<file path="config.mk">
export PLATFORM = sky130hd
export DESIGN_NAME = asram_host
export DESIGN_NICKNAME = d
export VERILOG_FILES = /design/src/logic/asram_pkg.sv /design/src/logic/asram_host.sv /design/src/logic/asram_sync2.sv
export SDC_FILE = /design/constraint.sdc
export NUM_CORES = 1
export LEC_CHECK = 0
export BUFFER_PORTS_ARGS = -buffer_cell sky130_fd_sc_hd__clkbuf_2
export CORE_MARGIN = 5
export CORE_UTILIZATION = 35
export DETAILED_ROUTE_END_ITERATION = 10
export SLEW_MARGIN = 20
export SYNTH_ARGS = -nofsm -noshare
export SYNTH_HDL_FRONTEND = slang
export SYNTH_SLANG_ARGS = --single-unit
</file>
<file path="constraint.sdc">
create_clock -name i_clk_sys -period 4.7 [get_ports i_clk_sys]
set_input_delay 0.94 -clock i_clk_sys [delete_from_list [all_inputs] [get_ports i_clk_sys]]
set_output_delay 0.94 -clock i_clk_sys [all_outputs]
set_load 0.005 [all_outputs]
</file>
<file path="src/logic/asram_pkg.sv">
package asram_pkg;

  localparam int unsigned ASRAM_CLK_PERIOD_NS = 25;
  localparam int unsigned ASRAM_ADDR_W = 16;
  localparam int unsigned ASRAM_DATA_W = 16;
  localparam int unsigned ASRAM_LANE_W = 8;

  // Device timing limits, in ns.
  localparam int unsigned ASRAM_T_READ_CYCLE_NS = 55;
  localparam int unsigned ASRAM_T_ACCESS_NS = 55;
  localparam int unsigned ASRAM_T_OE_ACCESS_NS = 30;
  localparam int unsigned ASRAM_T_FLOAT_MAX_NS = 25;
  localparam int unsigned ASRAM_T_WRITE_CYCLE_NS = 55;
  localparam int unsigned ASRAM_T_STROBE_MIN_NS = 45;
  localparam int unsigned ASRAM_T_SELECT_TO_END_NS = 50;
  localparam int unsigned ASRAM_T_DATA_SETUP_NS = 25;
  localparam int unsigned ASRAM_T_RECOVERY_NS = 55;

  // Least times round up to whole cycles.
  localparam int unsigned ASRAM_RD_CYC =
    (ASRAM_T_ACCESS_NS + ASRAM_CLK_PERIOD_NS - 1) / ASRAM_CLK_PERIOD_NS;
  localparam int unsigned ASRAM_FLOAT_CYC =
    (ASRAM_T_FLOAT_MAX_NS + ASRAM_CLK_PERIOD_NS - 1) / ASRAM_CLK_PERIOD_NS;
  localparam int unsigned ASRAM_WR_CYC =
    (ASRAM_T_SELECT_TO_END_NS + ASRAM_CLK_PERIOD_NS - 1) / ASRAM_CLK_PERIOD_NS;
  localparam int unsigned ASRAM_REC_CYC =
    (ASRAM_T_RECOVERY_NS + ASRAM_CLK_PERIOD_NS - 1) / ASRAM_CLK_PERIOD_NS;
  localparam int unsigned ASRAM_CNT_W = 3;

  localparam logic [ASRAM_CNT_W-1:0] ASRAM_RD_CNT = ASRAM_CNT_W'(ASRAM_RD_CYC);
  localparam logic [ASRAM_CNT_W-1:0] ASRAM_FLOAT_CNT = ASRAM_CNT_W'(ASRAM_FLOAT_CYC);
  localparam logic [ASRAM_CNT_W-1:0] ASRAM_WR_CNT = ASRAM_CNT_W'(ASRAM_WR_CYC);
  localparam logic [ASRAM_CNT_W-1:0] ASRAM_REC_CNT = ASRAM_CNT_W'(ASRAM_REC_CYC);
  localparam logic [ASRAM_CNT_W-1:0] ASRAM_CNT_ZERO = 3'h0;
  localparam logic [ASRAM_CNT_W-1:0] ASRAM_CNT_ONE = 3'h1;

  typedef enum logic [5:0] {
    ASRAM_ST_IDLE  = 6'h01,
    ASRAM_ST_RSEL  = 6'h02,
    ASRAM_ST_RDONE = 6'h04,
    ASRAM_ST_WSET  = 6'h08,
    ASRAM_ST_WSTRB = 6'h10,
    ASRAM_ST_REC   = 6'h20
  } asram_state_e;

  typedef struct packed {
    logic write;
    logic [ASRAM_ADDR_W-1:0] word_address;
    logic [ASRAM_DATA_W-1:0] wdata;
    logic low_lane_en;
    logic high_lane_en;
  } asram_req_s;

  typedef struct packed {
    logic chip_select_n;
    logic write_strobe_n;
    logic output_enable_n;
    logic low_lane_select_n;
    logic high_lane_select_n;
  } asram_ctl_s;

  localparam asram_ctl_s ASRAM_CTL_IDLE = 5'h1f;
  localparam logic [ASRAM_ADDR_W-1:0] ASRAM_ADDR_RST = 16'h0000;
  localparam logic [ASRAM_DATA_W-1:0] ASRAM_DATA_RST = 16'h0000;

endpackage

</file>
<file path="src/logic/asram_host.sv">
`timescale 1ns/10ps
// Functional notes
// - Write strobe stays high throughout every read cycle.
// - All selects and strobe are high whenever the address changes during writes.
// - Write strobe low pulse lasts at least 45 ns.
// - Host never drives data while the device drives it.
// - Address is valid no later than chip select or lane select falling.
// - Read cycles spaced at least 55 ns; old data held 10 ns.
// - Address valid at least 50 ns before write end; setup and recovery 0.
// - Chip select and lane select low at least 50 ns before write end.
// - Write data stable at least 25 ns before write end; hold 0.
// - Retention needs chip select near supply; supply may drop to 1.5 V.
// - After supply returns, wait one read cycle before any access.
module asram_host
  import asram_pkg::*;
(
  input wire logic i_clk_sys,
  input wire logic i_rst,
  input wire logic i_req_valid,
  input wire asram_req_s i_req,
  output logic o_req_ready,
  output logic o_rd_valid,
  output logic [ASRAM_DATA_W-1:0] o_rd_data,
  input wire logic i_retain,
  output logic o_retain_ack,
  output logic [ASRAM_ADDR_W-1:0] o_word_address,
  output logic o_chip_select_n,
  output logic o_write_strobe_n,
  output logic o_output_enable_n,
  output logic o_low_lane_select_n,
  output logic o_high_lane_select_n,
  input wire logic [ASRAM_DATA_W-1:0] i_data_bus,
  output logic [ASRAM_DATA_W-1:0] o_data_bus,
  output logic o_data_bus_oe_n
);
  asram_state_e state_q;
  asram_state_e state_d;
  logic [ASRAM_CNT_W-1:0] cnt_q;
  logic [ASRAM_CNT_W-1:0] cnt_d;
  asram_ctl_s ctl_q;
  asram_ctl_s ctl_d;
  logic [ASRAM_ADDR_W-1:0] addr_q;
  logic [ASRAM_DATA_W-1:0] wdata_q;
  logic bus_oe_n_q;
  logic bus_oe_n_d;
  logic ready_q;
  logic rd_valid_q;
  logic [ASRAM_DATA_W-1:0] rd_data_q;
  logic retain_ack_q;
  logic lo_en_q;
  logic hi_en_q;
  logic is_write_q;
  logic [ASRAM_DATA_W-1:0] data_sync;
  logic take;
  logic cnt_done;

  // Data pins come from another timing domain, so they are resynchronised.
  asram_sync2 #(.WIDTH(ASRAM_DATA_W)) u_data_sync (
    .i_clk_sys(i_clk_sys),
    .i_rst(i_rst),
    .i_async(i_data_bus),
    .o_sync(data_sync)
  );

  assign cnt_done = (cnt_q == ASRAM_CNT_ZERO);
  assign take = (state_q == ASRAM_ST_IDLE) && i_req_valid && !i_retain && cnt_done;

  always_comb begin
    state_d = state_q;
    cnt_d = cnt_done ? cnt_q : cnt_q - ASRAM_CNT_ONE;
    ctl_d = ctl_q;
    bus_oe_n_d = bus_oe_n_q;
    case (state_q)
      ASRAM_ST_IDLE: begin
        ctl_d = ASRAM_CTL_IDLE;
        if (i_retain) begin
          ctl_d = ASRAM_CTL_IDLE;
        end else if (take && !i_req.write) begin
          ctl_d.write_strobe_n = 1'b1;
          ctl_d.chip_select_n = 1'b0;
          ctl_d.output_enable_n = 1'b0;
          ctl_d.low_lane_select_n = !i_req.low_lane_en;
          ctl_d.high_lane_select_n = !i_req.high_lane_en;
          cnt_d = ASRAM_RD_CNT;
          state_d = ASRAM_ST_RSEL;
        end else if (take) begin
          state_d = ASRAM_ST_WSET;
        end
      end
      ASRAM_ST_RSEL: begin
        if (cnt_done) begin
          ctl_d = ASRAM_CTL_IDLE;
          cnt_d = ASRAM_FLOAT_CNT;
          state_d = ASRAM_ST_RDONE;
        end
      end
      ASRAM_ST_RDONE: begin
        if (cnt_done) begin
          state_d = ASRAM_ST_IDLE;
        end
      end
      ASRAM_ST_WSET: begin
        ctl_d.chip_select_n = 1'b0;
        ctl_d.output_enable_n = 1'b1;
        ctl_d.write_strobe_n = 1'b0;
        ctl_d.low_lane_select_n = !lo_en_q;
        ctl_d.high_lane_select_n = !hi_en_q;
        bus_oe_n_d = 1'b0;
        cnt_d = ASRAM_WR_CNT;
        state_d = ASRAM_ST_WSTRB;
      end
      ASRAM_ST_WSTRB: begin
        if (cnt_done) begin
          ctl_d = ASRAM_CTL_IDLE;
          state_d = ASRAM_ST_REC;
        end
      end
      ASRAM_ST_REC: begin
        bus_oe_n_d = 1'b1;
        state_d = ASRAM_ST_IDLE;
      end
      default: begin
        state_d = ASRAM_ST_IDLE;
        ctl_d = ASRAM_CTL_IDLE;
        bus_oe_n_d = 1'b1;
      end
    endcase
  end

  always_ff @(posedge i_clk_sys) begin
    if (i_rst) begin
      state_q <= ASRAM_ST_IDLE;
      ctl_q <= ASRAM_CTL_IDLE;
      bus_oe_n_q <= 1'b1;
    end else begin
      state_q <= state_d;
      ctl_q <= ctl_d;
      bus_oe_n_q <= bus_oe_n_d;
    end
  end

  // Counter also enforces recovery after retention and after reset.
  always_ff @(posedge i_clk_sys) begin
    if (i_rst) begin
      cnt_q <= ASRAM_REC_CNT;
    end else if (i_retain && state_q == ASRAM_ST_IDLE) begin
      // Reload only from idle, so an access in flight keeps its timing and read capture.
      // Recovery after retention.
      cnt_q <= ASRAM_REC_CNT;
    end else begin
      cnt_q <= cnt_d;
    end
  end

  // Request fields are latched at acceptance and held for the whole access.
  always_ff @(posedge i_clk_sys) begin
    if (i_rst) begin
      addr_q <= ASRAM_ADDR_RST;
      wdata_q <= ASRAM_DATA_RST;
      lo_en_q <= 1'b0;
      hi_en_q <= 1'b0;
      is_write_q <= 1'b0;
    end else if (take) begin
      addr_q <= i_req.word_address;
      wdata_q <= i_req.wdata;
      lo_en_q <= i_req.low_lane_en;
      hi_en_q <= i_req.high_lane_en;
      is_write_q <= i_req.write;
    end
  end

  // Read data is sampled at the end of the select window; lanes not chosen read zero.
  // Sampling goes through the synchroniser, so it lags two edges behind the pins.
  always_ff @(posedge i_clk_sys) begin
    if (i_rst) begin
      rd_valid_q <= 1'b0;
      rd_data_q <= ASRAM_DATA_RST;
    end else begin
      rd_valid_q <= 1'b0;
      if (state_q == ASRAM_ST_RDONE && cnt_q == ASRAM_FLOAT_CNT && !is_write_q) begin
        rd_valid_q <= 1'b1;
        rd_data_q[ASRAM_LANE_W-1:0] <= lo_en_q ? data_sync[ASRAM_LANE_W-1:0] : 8'h00;
        rd_data_q[ASRAM_DATA_W-1:ASRAM_LANE_W] <=
          hi_en_q ? data_sync[ASRAM_DATA_W-1:ASRAM_LANE_W] : 8'h00;
      end
    end
  end

  always_ff @(posedge i_clk_sys) begin
    if (i_rst) begin
      ready_q <= 1'b0;
      retain_ack_q <= 1'b0;
    end else begin
      ready_q <= (state_d == ASRAM_ST_IDLE) && !i_retain && (cnt_d == ASRAM_CNT_ZERO);
      retain_ack_q <= i_retain && (state_q == ASRAM_ST_IDLE);
    end
  end

  assign o_req_ready = ready_q;
  assign o_rd_valid = rd_valid_q;
  assign o_rd_data = rd_data_q;
  assign o_retain_ack = retain_ack_q;
  assign o_word_address = addr_q;
  assign o_chip_select_n = ctl_q.chip_select_n;
  assign o_write_strobe_n = ctl_q.write_strobe_n;
  assign o_output_enable_n = ctl_q.output_enable_n;
  assign o_low_lane_select_n = ctl_q.low_lane_select_n;
  assign o_high_lane_select_n = ctl_q.high_lane_select_n;
  assign o_data_bus = wdata_q;
  assign o_data_bus_oe_n = bus_oe_n_q;
endmodule

</file>
<file path="src/logic/asram_sync2.sv">
`timescale 1ns/10ps
module asram_sync2 #(
  parameter int unsigned WIDTH = 16
) (
  input wire logic i_clk_sys,
  input wire logic i_rst,
  input wire logic [WIDTH-1:0] i_async,
  output logic [WIDTH-1:0] o_sync
);
  logic [WIDTH-1:0] meta_q;
  logic [WIDTH-1:0] sync_q;

  always_ff @(posedge i_clk_sys) begin
    if (i_rst) begin
      meta_q <= '0;
      sync_q <= '0;
    end else begin
      meta_q <= i_async;
      sync_q <= meta_q;
    end
  end

  assign o_sync = sync_q;
endmodule

</file>
==> results.toml <==
[die]
boundaryPins = 112
row_count = 37
die_area_um2 = 12400
die_h_um = 111
design.core.area_um2 = 10200
initial_core_util_pct = 35.4
die_x_um = 111

[placement]
placed_area_um2 = 4230
io_buffers = 111
gp_congestion = 0.800
dp_slack_ps = 2020
dp_hpwl_um = 5940

[global_route]
grt_pass1_wl_um = 14000
overflow = 0
grtUsageMet1_pct = 17.8
busiest_layer = "met2"
gr-usage-met3_pct = 5.71
grt_use_met2_pct = 20.3
grt_antenna_before_repair = 0
grt_pass1_vias = 2821
grt.total_usage_pct = 13.7
grt_max_degree = 62

[final_layout]
n_antenna_cell = 0
seqCellArea_um2 = 2020
layout_common_cells = "clkbuf_2, dfxtp_1, nand2_1"
fillers = 1035
area_delta_synth_final_pct = 22.6
final_nets = 543
multiInputGateArea_um2 = 1430
final_common_cell = "clkbuf_2"
drive_gt1_share_pct = 27.6
post-route-cell-area_um2 = 4420

[sta]
hold_slack_ps = 435
final.setup.worst_slack_ps = 2400
setup_viol = 0
period_share_pct = 49.0
timing.final.hold_violations = 0
worstMarginPinSlew_ps = 623
period_minus_slack_ps = 2300
skew_ps = 12.9
final-max-slew-violation-count = 0
setup_tns_ps = 0
slew_headroom_pct = 58.5
clock.fmax_mhz = 434
rsz0062_at_grt = "no"

[cts]
cts-resized-gates = 0
cts_tree = "done"
path_clk_slew_ps = 100
holdBufCountCts = 0
cts_root_buf = "clkbuf_8"
cts_buffers = 9
clock_latency_ps = 360
cts_setup_buffers = 0
clock-sinks = 101
clockBufferDepth = 2
htree_levels = 3

[synth]
synth_flop_cell = "dfxtp_1"
ys_seq_area_share_pct = 56.1
synth_seq_cells = 101
synth-edff-count = 0
synthCells = 384
synth-async-reset-ratio_pct = 0
synth_nets = 443
syn_area_um2 = 3600
yosys_warnings = 0
syn_avg_cell_area_um2 = 9.38
synthDistinctLibCells = 44

[job]
maxCapViolCount = 0

[power]
power.leakage_uw = 0.00184
ir_drop_v = 0.000166
finalPower_uw = 1460
power.density_nw_per_um2 = 331

[min_path]
hp-class = "flip-flop to flip-flop"

[setup_path]
cp_data_arrival_time_ps = 2580
worstPathMaxFanout = 35
crit_required_ps = 4980
cp-start-kind = "input port"
end_kind = "flip-flop"
critical_path_class = "input port to flip-flop"

[drt]
first_pass_iters = 4
wire_per_inst_um = 13.3
drt-initial-drc-count = 255
drtAntennaViolNets = 0
drt_wl_total_um = 8340
drc_errors = 0
num_vias = 2959
via_per_inst = 4.73

[outcome]
status = "finished clean"
synthesized netlist by cell type, types with 2 or more instances:
cell       number  area [um2]
nor3_1          6        30.0
buf_2           6        30.0
buf_4           4        30.0
a31oi_1         2        12.5
nor2b_1        36         225
and2_1          3        18.8
xor2_1          2        17.5
nand2b_1        3        18.8
o2bb2ai_1       2        17.5
a22o_1         17         149
o21ai_0         2        10.0
a21oi_1        43         215
nor4bb_1        2        20.0
ha_1            4        50.1
dfxtp_1       101        2020
nand2_1        78         293
and3_1          4        25.0
nand3_1         6        30.0
o211ai_1        4        30.0
a222oi_1        2        20.0
nand4_1         2        12.5
nor2_1         11        41.3
a32oi_1         3        26.3
clkbuf_1       13        48.8
inv_1           7        26.3
nand3b_1        2        15.0
nor3b_1         2        15.0
worst max-delay path, stage by stage:
cell      delay, ps
clkbuf_2        120
nor4bb_1        550
and3_2          690
nand2_1         110
a21oi_1         150
final cells by class:
cell class / count / area share [%]
clock buffer: 9 / 2.80
clock inverter: 7 / 1.47
inverter: 7 / 0.595
multi-input combinational: 251 / 32.4
sequential: 101 / 45.8
tap: 136 / 3.85
timing repair buffer: 114 / 13.1
path summary, 6_finish.rpt:
kind | startpoint | endpoint | slack (ps) | cells after the start
hold / removal | u_data_sync.meta_q[5] | u_data_sync.o_sync[5] | 430 | 1
hold reg to reg | u_data_sync.meta_q[5] | u_data_sync.o_sync[5] | 430 | 1
setup reg to reg | cnt_q[0] | o_req_ready | 2410 | 8
setup / recovery | i_retain | lo_en_q | 2400 | 5
sequential cells by signal (all words and copies together), names as in the netlist:
register / cells
o_retain_ack: 1
o_output_enable_n: 1
u_data_sync.o_sync: 16
is_write_q: 1
o_data_bus_oe_n: 1
o_req_ready: 1
o_high_lane_select_n: 1
lo_en_q: 1
o_rd_data: 16
hi_en_q: 1
o_data_bus: 16
cnt_q: 3
o_rd_valid: 1
o_low_lane_select_n: 1
o_word_address: 16
o_chip_select_n: 1
state_q: 6
o_write_strobe_n: 1
u_data_sync.meta_q: 16
through the flow:
stage,cells,util [%]
6_report,625,43.4
5_1_grt,625,43.4
4_1_cts,625,43.4
3_5_place_dp,609,41.5
3_3_place_gp,609,41.5
2_1_floorplan,384,-
logic make-up after synthesis:
logic type,share of synthesized area [%]
fa+ha+maj,1.39
buf+inv,4.17
flops,56.1
compound gates,15.3
xor+xnor,0.729
simple gates,22.3
report_power, final:
part	switching, uW	internal [uW]
sequential	4.51	871
clock	321	204
combinational	32.4	31.1
per-layer routing:
layer  vias up  wire length, um
met3        13              683
met1      1335             3850
met4         0              119
met2       102             3690
met5         -                0
li1       1509                -
Power figures use the tool's default switching activity.
